==> config.mk <==
export PLATFORM = sky130hd
export DESIGN_NAME = bmc_dram_ctrl
export DESIGN_NICKNAME = d
export VERILOG_FILES = /design/src/rtl/bmc_pkg.sv /design/src/rtl/bmc_refresh_timer.sv /design/src/rtl/bmc_dram_ctrl.sv
export SDC_FILE = /design/constraint.sdc
export NUM_CORES = 1
export LEC_CHECK = 0
export BUFFER_PORTS_ARGS = -buffer_cell sky130_fd_sc_hd__buf_2
export CORE_ASPECT_RATIO = 1.4
export CORE_MARGIN = 3
export CORE_UTILIZATION = 55
export DETAILED_ROUTE_END_ITERATION = 7
export PLACE_DENSITY = 0.87
export SKIP_CTS_REPAIR_TIMING = 1
export SYNTH_ARGS = -nofsm -noshare
export SYNTH_HDL_FRONTEND = slang
export SYNTH_SLANG_ARGS = --single-unit
==> constraint.sdc <==
create_clock -name clk -period 3.2 [get_ports clk]
set_clock_uncertainty 0.05 [all_clocks]
set_input_delay 0.48 -clock clk [delete_from_list [all_inputs] [get_ports clk]]
set_output_delay 0.48 -clock clk [all_outputs]
set_load 0.02 [all_outputs]
==> src/rtl/bmc_pkg.sv <==
// shared constants for the burst page-mode dram controller
package bmc_pkg;
  // configuration word layout, taken from the address bus of the first data-channel word read
  localparam int CFG_SIZE_LSB = 0;
  localparam int CFG_MODE_LSB = 3;
  localparam int CFG_RATE_LSB = 8;
  localparam int CFG_RATE_W = 8;
  localparam int CFG_BYTE_ORDER_BIT = 16;
  localparam int CFG_RAS3_BIT = 17;
  localparam int CFG_BWR1_BIT = 18;
  localparam int CFG_BLOCK_LSB = 19;
  localparam logic [31:0] CFG_RST = 32'h0000_0000;

  // dram density codes
  localparam logic [2:0] SZ_64K = 3'h0;
  localparam logic [2:0] SZ_256K = 3'h1;
  localparam logic [2:0] SZ_1M = 3'h2;
  localparam logic [2:0] SZ_4M = 3'h3;
  localparam logic [2:0] SZ_16M = 3'h4;

  // row strobe period of a simple access, in clocks
  localparam logic [2:0] RAS_SHORT = 3'h3;
  localparam logic [2:0] RAS_LONG = 3'h4;

  // buffer control modes
  localparam logic [1:0] MODE_SPLIT_TX = 2'h0;
  localparam logic [1:0] MODE_SPLIT_CE = 2'h1;
  localparam logic [1:0] MODE_SHARED_TX = 2'h2;
  localparam logic [1:0] MODE_SHARED_CE = 2'h3;

  // transfer size codes on the option pins
  localparam logic [2:0] OPT_WORD = 3'h0;
  localparam logic [2:0] OPT_BYTE = 3'h1;
  localparam logic [2:0] OPT_HALF = 3'h2;

  // refresh interval is (rate + 1) << REF_UNIT_SHIFT clocks
  localparam int REF_UNIT_SHIFT = 4;

  // avalon register byte offsets
  localparam logic [3:0] REG_STATUS = 4'h0;
  localparam logic [3:0] REG_CONFIG = 4'h4;
  localparam logic [3:0] REG_CTRL = 4'h8;
  localparam logic [3:0] REG_REF_COUNT = 4'hc;
  localparam logic CTRL_REF_EN_RST = 1'b1;
  localparam logic [15:0] REF_COUNT_RST = 16'h0000;
endpackage

==> src/rtl/bmc_refresh_timer.sv <==
// refresh interval timer with a sticky request flag
`timescale 1ns/1ps
module bmc_refresh_timer #(
  parameter int RATE_W = bmc_pkg::CFG_RATE_W,
  parameter int UNIT_SHIFT = bmc_pkg::REF_UNIT_SHIFT
) (
  input wire logic clk,
  input wire logic rst,
  input wire logic enable,
  input wire logic [RATE_W-1:0] rate,
  input wire logic ack,
  output logic pending
);
  localparam int CW = RATE_W + UNIT_SHIFT;
  logic [CW-1:0] count;
  wire due = enable && count == '0;
  wire [CW-1:0] reload = {rate, {UNIT_SHIFT{1'b1}}};
  wire [CW-1:0] next_count = (!enable || due) ? reload : CW'(count - 1'b1);

  always_ff @(posedge clk)
  begin
    if (rst)
    begin
      count <= '0;
      pending <= 1'b0;
    end
    else
    begin
      count <= next_count;
      pending <= due || (pending && !ack); // set wins over ack
    end
  end
endmodule

==> src/rtl/bmc_dram_ctrl.sv <==
// burst page-mode dram controller: channel handshake, two interleaved banks, refresh
// How it works
// - two 32-bit banks, each with its own address, strobe and write outputs
// - each bank gets an 11-bit bus carrying row then column address
// - one active-low row strobe per bank marks a valid row address
// - four active-low column strobes per bank, one per byte lane
// - one write strobe per bank, both always carrying the same waveform
// - per-bank latch enable is high only during data write cycles
// - four buffer controls change function with the buffer mode, mode zero default
// - mode zero: per-bank data transmit low during data reads
// - mode zero: per-bank instruction transmit low during instruction cycles
// - refresh cycles are generated on its own at the configured rate
// - competing instruction and data requests are served one after another
// - simple, pipelined and burst accesses on both channels
// - bursts alternate banks so one word moves every clock, every two clocks for writes while configuration bit 18 is clear
// - data words have four separately strobed byte lanes for 8, 16, 32 bits
// - densities 64 Kbit to 16 Mbit, chosen by configuration
// - configuration sets block address, refresh rate, byte order, buffers, size
// - the first data-channel word read after reset is taken as the configuration
// - once configured the chained reset output is released
// - chained reset output is low in reset and until configured
// - after configuration only addresses in the size-aligned block are served
// - configuration bit 16 picks which data bits byte address 0 uses
// - configuration bit 17 picks a 3 or 4 clock row strobe period
`timescale 1ns/1ps
module bmc_dram_ctrl (
  input wire logic clk,
  input wire logic rst,
  input wire logic [31:0] addr,
  input wire logic bus_invalid_n,
  input wire logic rd_wr,
  input wire logic data_req_n,
  input wire logic [1:0] data_req_type,
  input wire logic data_burst_req_n,
  input wire logic [2:0] opt,
  input wire logic instr_req_n,
  input wire logic instr_req_type,
  input wire logic instr_burst_req_n,
  output logic data_ready_n,
  output logic data_burst_ack_n,
  output logic instr_ready_n,
  output logic instr_burst_ack_n,
  output logic pipe_en_n,
  output logic data_ctl_oe,
  output logic instr_ctl_oe,
  output logic [10:0] mem_addr_a,
  output logic [10:0] mem_addr_b,
  output logic row_strobe_a_n,
  output logic row_strobe_b_n,
  output logic [3:0] col_strobe_a_n,
  output logic [3:0] col_strobe_b_n,
  output logic bank_write_strobe_a_n,
  output logic bank_write_strobe_b_n,
  output logic wr_latch_en_bank_a,
  output logic wr_latch_en_bank_b,
  output logic data_xmit_bank_a_n,
  output logic data_xmit_bank_b_n,
  output logic instr_xmit_bank_a_n,
  output logic instr_xmit_bank_b_n,
  output logic chain_reset_out_n,
  input wire logic [3:0] avs_address,
  input wire logic avs_read,
  input wire logic avs_write,
  input wire logic [31:0] avs_writedata,
  input wire logic [3:0] avs_byteenable,
  output logic [31:0] avs_readdata,
  output logic avs_waitrequest
);
  typedef enum logic [2:0] {ST_IDLE, ST_CFG, ST_ROW, ST_COL, ST_PRE, ST_REF} bmc_state_t;
  bmc_state_t state, next_state;
  logic [2:0] cnt, next_cnt;
  logic [29:0] word, next_word;
  logic [3:0] lanes, next_lanes;
  logic [31:0] cfg, next_cfg;
  logic is_write, next_is_write, is_instr, next_is_instr, is_burst, next_is_burst;
  logic half, next_half, configured, next_configured, ref_en, ref_pending;
  logic [15:0] ref_count;
  logic [31:0] av_rdata;
  // 16 Mbit parts are taken as nibble-wide, so they share the 11-bit row/column split
  function automatic logic [3:0] row_col_bits(input logic [2:0] size);
    case (size)
      bmc_pkg::SZ_64K: return 4'h8;
      bmc_pkg::SZ_256K: return 4'h9;
      bmc_pkg::SZ_1M: return 4'ha;
      default: return 4'hb;
    endcase
  endfunction
  function automatic logic [10:0] mux_addr(input logic [28:0] line, input logic [3:0] rc,
                                           input logic row);
    logic [28:0] s;
    s = row ? (line >> rc) : line;
    return s[10:0] & 11'((12'h1 << rc) - 12'h1);
  endfunction
  // big-endian numbering flips the lane index; misaligned halves are not detected
  function automatic logic [3:0] lane_mask(input logic [2:0] size, input logic [1:0] a,
                                           input logic big);
    logic [1:0] idx;
    idx = big ? ~a : a;
    case (size)
      bmc_pkg::OPT_BYTE: return 4'(4'h1 << idx);
      bmc_pkg::OPT_HALF: return idx[1] ? 4'hc : 4'h3;
      default: return 4'hf;
    endcase
  endfunction
  // decode of the configuration word
  wire [3:0] rc = row_col_bits(cfg[bmc_pkg::CFG_SIZE_LSB +: 3]);
  wire [4:0] blk_lsb = {rc, 1'b0} + 5'h3;
  wire [31:0] blk_mask = 32'hffff_ffff << blk_lsb;
  wire in_block = ((addr ^ cfg) & blk_mask) == 32'h0;
  wire big_end = cfg[bmc_pkg::CFG_BYTE_ORDER_BIT];
  wire [2:0] ras_len = cfg[bmc_pkg::CFG_RAS3_BIT] ? bmc_pkg::RAS_SHORT : bmc_pkg::RAS_LONG;
  wire [2:0] col_last = ras_len - 3'h2;
  wire [1:0] mode = cfg[bmc_pkg::CFG_MODE_LSB +: 2];
  wire bwr_slow = !cfg[bmc_pkg::CFG_BWR1_BIT];
  // request qualification and arbitration
  wire data_valid = bus_invalid_n && !data_req_n && data_req_type == 2'h0 &&
                    opt <= bmc_pkg::OPT_HALF;
  wire instr_valid = bus_invalid_n && !instr_req_n && !instr_req_type;
  wire cfg_take = !configured && data_valid && rd_wr && opt == bmc_pkg::OPT_WORD;
  wire take_data = configured && data_valid && in_block;
  wire take_instr = configured && instr_valid && in_block && !take_data;
  // refresh only starts from idle, so an open page is never broken
  wire ref_ack = state == ST_IDLE && configured && ref_pending;
  wire burst_held = is_instr ? !instr_burst_req_n : !data_burst_req_n;
  wire wr2 = is_burst && is_write && bwr_slow;
  wire ready_now = state == ST_COL && cnt >= col_last && (!wr2 || half);
  wire [28:0] col_mask = 29'((30'h1 << rc) - 30'h1);
  wire page_end = word[0] && ((word[29:1] & col_mask) == col_mask);
  always_comb
  begin
    next_state = state;
    next_cnt = cnt;
    next_word = word;
    next_lanes = lanes;
    next_cfg = cfg;
    next_is_write = is_write;
    next_is_instr = is_instr;
    next_is_burst = is_burst;
    next_half = half;
    next_configured = configured;
    unique case (state)
      ST_IDLE:
      begin
        if (cfg_take)
        begin
          next_state = ST_CFG;
          next_cfg = addr;
          next_configured = 1'b1;
          next_is_instr = 1'b0;
        end
        else if (ref_ack)
        begin
          next_state = ST_REF;
          next_cnt = 3'h0;
        end
        else if (take_data || take_instr)
        begin
          next_state = ST_ROW;
          next_cnt = 3'h0;
          next_half = 1'b0;
          next_word = addr[31:2];
          next_is_instr = take_instr;
          next_is_write = take_data && !rd_wr;
          next_is_burst = take_instr ? !instr_burst_req_n : !data_burst_req_n;
          next_lanes = take_instr ? 4'hf : lane_mask(opt, addr[1:0], big_end);
        end
      end
      ST_CFG: next_state = ST_IDLE;
      ST_ROW: next_state = ST_COL;
      ST_COL:
      begin
        if (ready_now)
        begin
          if (is_burst && burst_held && !page_end)
          begin
            next_word = word + 30'h1;
            next_half = 1'b0;
          end
          else
            next_state = ST_PRE;
        end
        else if (cnt < col_last)
          next_cnt = cnt + 3'h1;
        else
          next_half = !half;
      end
      ST_PRE: next_state = ST_IDLE;
      ST_REF:
      begin
        if (cnt == ras_len)
          next_state = ST_PRE;
        else
          next_cnt = cnt + 3'h1;
      end
    endcase
    if (rst)
    begin
      next_state = ST_IDLE;
      next_cnt = 3'h0;
      next_word = 30'h0;
      next_lanes = 4'h0;
      next_cfg = bmc_pkg::CFG_RST;
      next_is_write = 1'b0;
      next_is_instr = 1'b0;
      next_is_burst = 1'b0;
      next_half = 1'b0;
      next_configured = 1'b0;
    end
  end

  // pin values decoded from the next state so every pin is a flop in phase with state
  wire n_col = next_state == ST_COL;
  wire n_open = next_state == ST_ROW || n_col;
  wire n_bank = next_word[0];
  wire n_ref_cas = next_state == ST_REF;
  wire n_ref_ras = n_ref_cas && next_cnt != 3'h0;
  wire n_row_a = (n_open && (next_is_burst || !n_bank)) || n_ref_ras;
  wire n_row_b = (n_open && (next_is_burst || n_bank)) || n_ref_ras;
  wire [10:0] n_addr = mux_addr(next_word[29:1], rc, next_state == ST_ROW);
  wire [3:0] n_cas_a = n_ref_cas ? 4'hf : ((n_col && !n_bank) ? next_lanes : 4'h0);
  wire [3:0] n_cas_b = n_ref_cas ? 4'hf : ((n_col && n_bank) ? next_lanes : 4'h0);
  wire n_we = n_col && next_is_write;
  wire n_dread = n_col && !next_is_instr && !next_is_write;
  wire n_dacc = n_col && !next_is_instr;
  wire n_instr = n_col && next_is_instr;
  wire n_bwr = next_is_burst && next_is_write;
  wire n_rdy = n_col && next_cnt >= col_last && (!(n_bwr && bwr_slow) || next_half);
  wire n_busy = n_open || next_state == ST_CFG;

  // buffer controls: split modes are per bank, shared modes carry a bank select
  wire split = !mode[1];
  wire ce = mode[0];
  wire n_dsel = ce ? n_dacc : n_dread;
  wire buf1 = split ? n_dsel && (!n_bank || (ce && n_bwr)) : n_dsel;
  wire buf2 = split ? n_dsel && (n_bank || (ce && n_bwr)) : n_bank;
  wire buf3 = n_instr && (!split || !n_bank);
  wire buf4 = n_instr && (!split || n_bank);

  always_ff @(posedge clk)
  begin
    state <= next_state;
    cnt <= next_cnt;
    word <= next_word;
    lanes <= next_lanes;
    cfg <= next_cfg;
    is_write <= next_is_write;
    is_instr <= next_is_instr;
    is_burst <= next_is_burst;
    half <= next_half;
    configured <= next_configured;
  end

  always_ff @(posedge clk)
  begin
    mem_addr_a <= n_addr;
    mem_addr_b <= n_addr;
    row_strobe_a_n <= !n_row_a;
    row_strobe_b_n <= !n_row_b;
    col_strobe_a_n <= ~n_cas_a;
    col_strobe_b_n <= ~n_cas_b;
    bank_write_strobe_a_n <= !n_we;
    bank_write_strobe_b_n <= !n_we;
    wr_latch_en_bank_a <= n_we && !next_is_instr && !n_bank;
    wr_latch_en_bank_b <= n_we && !next_is_instr && n_bank;
    data_xmit_bank_a_n <= !buf1;
    data_xmit_bank_b_n <= !buf2;
    instr_xmit_bank_a_n <= !buf3;
    instr_xmit_bank_b_n <= !buf4;
    data_ready_n <= !((n_rdy && !next_is_instr) || next_state == ST_CFG);
    instr_ready_n <= !(n_rdy && next_is_instr);
    data_burst_ack_n <= !(n_col && next_is_burst && !next_is_instr);
    instr_burst_ack_n <= !(n_col && next_is_burst && next_is_instr);
    pipe_en_n <= !n_col;
    data_ctl_oe <= n_busy && !next_is_instr;
    instr_ctl_oe <= n_busy && next_is_instr;
    chain_reset_out_n <= next_configured;
  end
  bmc_refresh_timer u_refresh (
    .clk(clk),
    .rst(rst),
    .enable(configured && ref_en),
    .rate(cfg[bmc_pkg::CFG_RATE_LSB +: bmc_pkg::CFG_RATE_W]),
    .ack(ref_ack),
    .pending(ref_pending)
  );

  // avalon slave: one wait cycle, then the answer stands for one cycle
  wire av_req = (avs_read || avs_write) && avs_waitrequest;
  wire av_wr_ctrl = avs_write && !avs_waitrequest && avs_address == bmc_pkg::REG_CTRL &&
                    avs_byteenable[0];
  always_comb
  begin
    case (avs_address)
      bmc_pkg::REG_STATUS: av_rdata = {29'h0, ref_pending, state != ST_IDLE, configured};
      bmc_pkg::REG_CONFIG: av_rdata = cfg;
      bmc_pkg::REG_CTRL: av_rdata = {31'h0, ref_en};
      bmc_pkg::REG_REF_COUNT: av_rdata = {16'h0, ref_count};
      default: av_rdata = 32'h0;
    endcase
  end

  always_ff @(posedge clk)
  begin
    if (rst)
    begin
      avs_waitrequest <= 1'b1;
      avs_readdata <= 32'h0;
      ref_en <= bmc_pkg::CTRL_REF_EN_RST;
      ref_count <= bmc_pkg::REF_COUNT_RST;
    end
    else
    begin
      avs_waitrequest <= !av_req;
      avs_readdata <= (av_req && avs_read) ? av_rdata : 32'h0;
      if (av_wr_ctrl)
        ref_en <= avs_writedata[0];
      if (ref_ack)
        ref_count <= ref_count + 16'h1;
    end
  end
endmodule

Yosys cells after proc, flatten, opt, wreduce, memory -nomap -nowiden
Cells that the tools add are included.
{"block": "word_totals", "register_bits": 175, "latch_bits": 0, "mem_bits_rw": 0, "mem_bits_ro": 0, "input_bits": 88, "wordCells": 267, "n_memories": 0}
{"block": "classes", "add_sub_neg": 8, "mul": 0, "div": 0, "magnitude_cmp": 4, "n_eq_ne": 18, "shift": 5, "muxes": 69, "n_bitwise": 8, "n_reduce_logical": 120}
{"cell": "$mux 30", "count": 6}
{"cell": "$pmux 32 s4", "count": 1}
{"cell": "$pmux 30 s2", "count": 1}
{"cell": "$logic_and 1x1->1", "count": 59}
{"cell": "$mux 3", "count": 15}
{"cell": "$mux 4", "count": 11}
{"cell": "$and 32x32->32", "count": 1}
{"cell": "$logic_not 1->1", "count": 32}
{"cell": "$logic_not 32->1", "count": 1}
{"cell": "$shl 32x5->32 const A", "count": 1}
{"cell": "$xor 32x32->32", "count": 1}
{"cell": "$add 30x1->30 const B", "count": 1}
{"cell": "$and 29x29->29", "count": 1}
{"cell": "$eq 29x29->1", "count": 1}
{"cell": "$shl 1x4->29 const A", "count": 1}
{"cell": "$shr 29x4->11", "count": 1}
{"cell": "$sub 29x1->29 const B", "count": 1}
{"cell": "$mux 1", "count": 27}
{"cell": "$eq 3x2->1 const B", "count": 6}
{"cell": "$logic_or 1x1->1", "count": 17}
{"cell": "$add 16x1->16 const B", "count": 1}
{"cell": "$pmux 3 s5", "count": 1}
{"cell": "$eq 3x1->1 const B", "count": 4}
{"cell": "$logic_not 12->1", "count": 1}
{"cell": "31 further kinds", "count": 40}

Logic depth before layout (Yosys ltp)
{"block": "depth", "ltp_word": 23, "depth_mapped": 15, "ltp_nobuf": 13}

By module
From an unflattened synthesis, not the netlist that was laid out.
{"block": "unflattened", "cells_unflattened": 1004, "hier_area_um2": 8479.4}
{"module": "bmc_dram_ctrl", "instances": 1, "cells_per_inst": 924, "area_each_um2": 7775.0}
{"module": "bmc_refresh_timer", "instances": 1, "cells_per_inst": 80, "area_each_um2": 704.4}

Least setup slack after synthesis
No wires, ideal clock.
{"block": "synth_timing", "path_type": "input to register", "from": "input addr[19]", "to": "register instr_ready_n", "setup_time_ps": 127, "arrival_time_ps": 2831, "setup_slack_ps": 192, "path_stages": 12, "n_path_buf": 0, "path_cell_list": "xnor2_1 -> a211oi_1 -> o41ai_4 -> nand3_1 -> a22oi_1 -> a21boi_0 -> nand2b_1 -> a21oi_1 -> ha_1 -> a21o_1 -> o21ai_0 -> or3_1"}
{"item": "from (decl)", "line_no": "bmc_dram_ctrl.sv:29", "source": "input wire logic [31:0] addr,"}
{"item": "$xor 32x32->32 *", "line_no": "bmc_dram_ctrl.sv:109", "source": "wire in_block = ((addr ^ cfg) & blk_mask) == 32'h0;"}
{"item": "$and 32x32->32 *", "line_no": "bmc_dram_ctrl.sv:109"}
{"item": "$logic_not 32->1 *", "line_no": "bmc_dram_ctrl.sv:109"}
{"item": "$logic_and 1x1->1", "line_no": "bmc_dram_ctrl.sv:120", "source": "wire take_data = configured && data_valid && in_block;"}
{"item": "$logic_not 1->1", "line_no": "bmc_dram_ctrl.sv:121", "source": "wire take_instr = configured && instr_valid && in_block && !take_data;"}
{"item": "$logic_and 1x1->1", "line_no": "bmc_dram_ctrl.sv:121"}
{"item": "$logic_or 1x1->1 *", "line_no": "bmc_dram_ctrl.sv:156", "source": "else if (take_data || take_instr)"}
{"item": "$mux 3 *", "line_no": "bmc_dram_ctrl.sv:156"}
{"item": "$mux 3 *", "line_no": "bmc_dram_ctrl.sv:151", "source": "else if (ref_ack)"}
{"item": "$mux 3 *", "line_no": "bmc_dram_ctrl.sv:144", "source": "if (cfg_take)"}
{"item": "$pmux 3 s3 *", "line_no": "bmc_dram_ctrl.sv:141", "source": "unique case (state)"}
{"item": "$mux 3 *", "line_no": "bmc_dram_ctrl.sv:196", "source": "if (rst)"}
{"item": "via next_cnt[1]", "line_no": "bmc_dram_ctrl.sv:71", "source": "logic [2:0] cnt, next_cnt;"}
{"item": "$ge 3x3->1 *", "line_no": "bmc_dram_ctrl.sv:227", "source": "wire n_rdy = n_col && next_cnt >= col_last && (!(n_bwr && bwr_slow) || next_half);"}
{"item": "$logic_and 1x1->1 * (2 in a row)", "line_no": "bmc_dram_ctrl.sv:227"}
{"item": "$logic_and 1x1->1 *", "line_no": "bmc_dram_ctrl.sv:270", "source": "instr_ready_n <= !(n_rdy && next_is_instr);"}
{"item": "$logic_not 1->1 *", "line_no": "bmc_dram_ctrl.sv:270"}
{"item": "to (signal assigned)", "line_no": "bmc_dram_ctrl.sv:270"}
{"item": "to (decl)", "line_no": "bmc_dram_ctrl.sv:41", "source": "output logic instr_ready_n,"}
Mark *: on every way through the listed nets, which the timed path passes. The rest lies on a longest branch.
A chain may end at the register's enable or synchronous reset.

Worst setup path in the final report
{"block": "layout_timing", "from": "register cfg[1]", "to": "register instr_ready_n"}
{"item": "from (decl)", "line_no": "bmc_dram_ctrl.sv:74", "source": "logic [31:0] cfg, next_cfg;"}
{"item": "from (signal assigned)", "line_no": "bmc_dram_ctrl.sv:245", "source": "cfg <= next_cfg;"}
{"item": "$eq 3x2->1, or another cell as far along", "line_no": "bmc_dram_ctrl.sv:81", "source": "case (size)"}
{"item": "$pmux 2 s3", "line_no": "bmc_dram_ctrl.sv:81"}
{"item": "$add 5x2->5", "line_no": "bmc_dram_ctrl.sv:107", "source": "wire [4:0] blk_lsb = {rc, 1'b0} + 5'h3;"}
{"item": "$shl 32x5->32", "line_no": "bmc_dram_ctrl.sv:108", "source": "wire [31:0] blk_mask = 32'hffff_ffff << blk_lsb;"}
{"item": "$and 32x32->32 *", "line_no": "bmc_dram_ctrl.sv:109"}
{"item": "$logic_not 32->1 *", "line_no": "bmc_dram_ctrl.sv:109"}
{"item": "$logic_and 1x1->1", "line_no": "bmc_dram_ctrl.sv:120"}
{"item": "$logic_not 1->1", "line_no": "bmc_dram_ctrl.sv:121"}
{"item": "[4 not listed]"}
{"item": "$mux 3 *", "line_no": "bmc_dram_ctrl.sv:144"}
{"item": "$pmux 3 s3 *", "line_no": "bmc_dram_ctrl.sv:141"}
{"item": "$mux 3 *", "line_no": "bmc_dram_ctrl.sv:196"}
{"item": "via next_cnt[1]", "line_no": "bmc_dram_ctrl.sv:71"}
{"item": "$ge 3x3->1 *", "line_no": "bmc_dram_ctrl.sv:227"}
{"item": "$logic_and 1x1->1 * (2 in a row)", "line_no": "bmc_dram_ctrl.sv:227"}
{"item": "$logic_and 1x1->1 *", "line_no": "bmc_dram_ctrl.sv:270"}
{"item": "$logic_not 1->1 *", "line_no": "bmc_dram_ctrl.sv:270"}
Marks and branches as above.

==> results by stage <==
Clocking:
- The number of CTS-inserted buffers is 17.
- CTS placed an instance of sky130_fd_sc_hd__clkbuf_16 at the clock tree root.
- The clock reaches the later pin of the worst-skew pair after 440 ps.
- TritonCTS built the clock tree.
- The number of buffers on the longest clock path is 2.
- The clock-pin slew of the registers on the worst-case setup and hold paths is 70 ps.
- Counting every sink on the clock net gives 174.
- The H-tree generated during clock tree synthesis spans 4 levels.

Logic synthesis:
- Counting flops and latches in the post-synthesis netlist gives 174.
- For this run, the number of Yosys warnings is 0.
- Averaged over all synthesized cells, the footprint is 8.37 sq um.
- After synthesis, the largest family of logic cells by area is simple AND/OR/NAND/NOR gates.
- The cell count after synthesis is 999.
- The number of flops mapped to enable cells by yosys is 0.
- Of the total synthesized cell area, the portion taken by full adders, half adders and majority gates is 0.0135.
- Of the total synthesized cell area, the portion taken by AND, OR, NAND and NOR gates is 0.247.
- The share of synthesized area spent on multiplexers is 0.0328.
- In the synthesized netlist the dominant register cell turns out to be sky130_fd_sc_hd__dfxtp_1.
- The synthesized netlist net count is 1096.
- The mapped netlist covers 8360 sq um.
- The proportion of synthesized chip area in sequential cells is 0.417.
- Counting distinct cell types in the post-synthesis netlist gives 83.
- Counting flops with an async set or reset pin after synthesis yields a share of 0.
- The fraction of the mapped netlist area in compound gates was 0.192.
- Of the total synthesized cell area, the portion taken by XOR and XNOR cells is 0.0468.

Detailed routing:
- The final wirelength is 24.9 mm.
- The average wire per cell in the routed design is 18.2 microns.
- The DRC violation count after routing is 0.
- In this run the remaining antenna-violating nets after routing total 0.
- In this run, the number of DRC markers left after iteration 0 of detailed routing was 766.
- The via count of the routed design is 8301.
- The number of iterations in the first detailed-routing pass is 6.
- The number of vias per cell is 6.06.

Global route:
- The overall global routing resource usage is 0.298.
- The global-route track usage on met3 is 0.0607.
- For this run the aggregate overflow at the end of global routing stands at 0.
- The maximum number of pins on one net before global-route repair is 66.
- The initial antenna violation count is 0.
- The number of global-route vias before repair is 7883.
- In the global route stage, met1 resource usage came out at 0.345.
- The met2 capacity usage during global routing is 0.499.
- The global-route wire length before repair is 39.3 mm.
- The busiest layer in global routing is met2.

Final layout:
- The end-of-flow core utilization is 0.694.
- From synthesis to final layout, the design area changed by 22.0%.
- In the final layout, the share of cells above drive strength 1 is 0.250.
- The number of filler cells placed in the layout is 1152.
- The net total in the final layout is 1264.
- The repair_antennas step left the layout with diodes totalling 0.

STA:
- Setup repair after global routing could not meet its margin everywhere.
- Adding up every negative setup slack in the final design gives 0 ps.
- The max-slew violation count is 0.
- The final hold violation count is 0.
- Measured against its own limit, the worst slew margin works out to 0.283.
- For the pin with the worst max-slew slack, the measured transition is 1070 ps.
- The smallest clock period supported by the final layout is computed as 3120 ps.
- Setup violations remaining at the end of the flow were counted as 0.
- The maximum clock frequency is 321 MHz.
- In the finished design, the share of the clock period the worst path needs comes to 0.975.

Pwr:
- The analysis attributes to cell leakage a power of 4.19 nW.
- Power spread over the standard cell area amounts to 429 nW/um^2.
- The worst-case vdd ir drop is 0.370 mV.

Outcome:
- The flow ran to the end, and the final reports show no timing, DRC or antenna violations.

Floorplan:
- The horizontal die dimension is 110 microns.
- The initial utilization of the core area, before any placement, comes to 0.568.
- The die covers 16700 sq um.
- The overall die height is 152 microns.
- The number of ports placed on the die boundary is 169.
- The initialized floorplan defines 52 standard-cell rows.
- The region available for standard cell placement spans 14700 sq um.

Placed design:
- The count of buffers inserted at the top-level ports is 134.
- The final weighted congestion in routability-driven placement is 0.984.
- The sum of net half-perimeters after detailed placement is 18.3 mm.

Job:
- Across the run, the number of max-cap violations was 0.

Setup path:
- The critical path capture point type is a flop.
- In this run the worst path has a maximum fanout of 5.
- By startpoint and endpoint, the worst setup path is classified as reg2reg.
- At the worst endpoint, the required time is 3470 ps.
- The worst setup path is launched from a flop.
- Data on the critical path arrives at its endpoint at 3390 ps.

Hold path:
- The path class of the tightest hold or removal check is in2reg.
## where the power goes
part	leakage [nW]	switching (W)	internal (W)	total [W]
Combinational	2.51	0.000105	0.0000677	0.000173
Sequential	1.40	0.00000640	0.00217	0.00218
Clock	0.272	0.000916	0.00111	0.00203
## state kept, by name (all words and copies together), names as in the netlist, 4 cells and up
| name | cells |
|---|---|
| avs_readdata | 32 |
| cfg | 32 |
| word | 29 |
| ref_count | 16 |
| u_refresh.count | 12 |
| mem_addr_b | 11 |
| col_strobe_a_n | 4 |
| col_strobe_b_n | 4 |
| lanes | 4 |
## metal layers
| layer | vias up | share of wire |
|---|---|---|
| met5 | - | 0 |
| met4 | 0 | 0.058 |
| met3 | 102 | 0.077 |
| met2 | 464 | 0.50 |
| met1 | 3875 | 0.36 |
| li1 | 3860 | - |
## critical path, cell delays in order (launching register included)
cell and delay, ps:
sky130_fd_sc_hd__dfxtp_1 480, sky130_fd_sc_hd__buf_4 190, sky130_fd_sc_hd__a211oi_1 60, sky130_fd_sc_hd__o41ai_4 450, sky130_fd_sc_hd__nand3_1 120, sky130_fd_sc_hd__a22oi_1 280
sky130_fd_sc_hd__a21boi_2 280, sky130_fd_sc_hd__nand2b_1 130, sky130_fd_sc_hd__a21oi_1 90, sky130_fd_sc_hd__ha_1 320, sky130_fd_sc_hd__a21o_1 100, sky130_fd_sc_hd__o21ai_0 90
sky130_fd_sc_hd__or3_1 360
## layout make-up
class | instances | area [sq um] | area share
clock inverters | 12 | 124 | 0.0121
flip-flops and latches | 174 | 3480 | 0.342
inverters | 25 | 93.8 | 0.00920
clock buffers | 20 | 447 | 0.0438
multi-input cells | 733 | 4500 | 0.441
well taps | 189 | 236 | 0.0232
repair buffers | 216 | 1310 | 0.129
## cells by family (layout without fill, tap and decap cells)
| kind of cell | after synthesis | in the layout |
|---|---|---|
| adder cells (fa/ha/maj) | 9 | 9 |
| buffers and inverters | 92 | 273 |
| AND/OR/NAND/NOR | 418 | 418 |
| flip-flops | 174 | 174 |
| XOR/XNOR | 43 | 43 |
| multiplexers | 25 | 25 |
| AO/OA/AOI/OAI | 238 | 238 |
## layout by cell type, fill, tap and decap left out, types with 22 or more instances in the layout
cell / instances
sky130_fd_sc_hd__dfxtp_1: 173
sky130_fd_sc_hd__buf_4: 81
sky130_fd_sc_hd__a22oi_1: 22
sky130_fd_sc_hd__nand2_1: 136
sky130_fd_sc_hd__a21oi_1: 86
sky130_fd_sc_hd__nor2_1: 108
sky130_fd_sc_hd__inv_1: 24
sky130_fd_sc_hd__buf_2: 133
sky130_fd_sc_hd__o21ai_0: 25
sky130_fd_sc_hd__and2_1: 22
sky130_fd_sc_hd__nand3_1: 24
sky130_fd_sc_hd__xnor2_1: 23
sky130_fd_sc_hd__nor3_1: 22
## Yosys cell counts, drive strengths merged, types with 18 or more instances
cell      n  area (sq um)
xor2     18           158
and3     21           131
and2     22           138
nand2   136           510
dfxtp   174          3480
mux2i    18           180
a21oi    90           462
inv      25          93.8
buf      33           213
nor3     25           140
o21ai    26           130
xnor2    25           234
clkbuf   34           128
nor2    109           412
a211oi   19           148
a22oi    22           165
nand3    26           143
## path summary, 6_finish.rpt
check | start | end | slack (ps) | cells after the start
min | avs_read | avs_waitrequest$_SDFF_PP1_ | 190 | 2
max reg2reg | cfg[1]$_SDFFE_PP0P_ | instr_ready_n$_DFF_P_ | 80 | 12
max | cfg[1]$_SDFFE_PP0P_ | instr_ready_n$_DFF_P_ | 80 | 12
min reg2reg | cfg[7]$_SDFFE_PP0P_ | cfg[7]$_SDFFE_PP0P_ | 430 | 2
## stage by stage
step / power [W] / cell area [sq um] / cells / setup slack [ps] / hold WS, ps
2_1_floorplan: 0.00230 / 8360 / 999 / 192 / 387
3_3_place_gp: 0.00239 / 9570 / 1336 / -131 / 405
3_5_place_dp: 0.00239 / 9570 / 1336 / -203 / 410
4_1_cts: 0.00438 / 10100 / 1368 / -11.5 / 178
5_1_grt: 0.00449 / 10200 / 1369 / -56.4 / 193
6_report: 0.00438 / 10200 / 1369 / 80.2 / 187
Power figures use the tool's default switching activity.
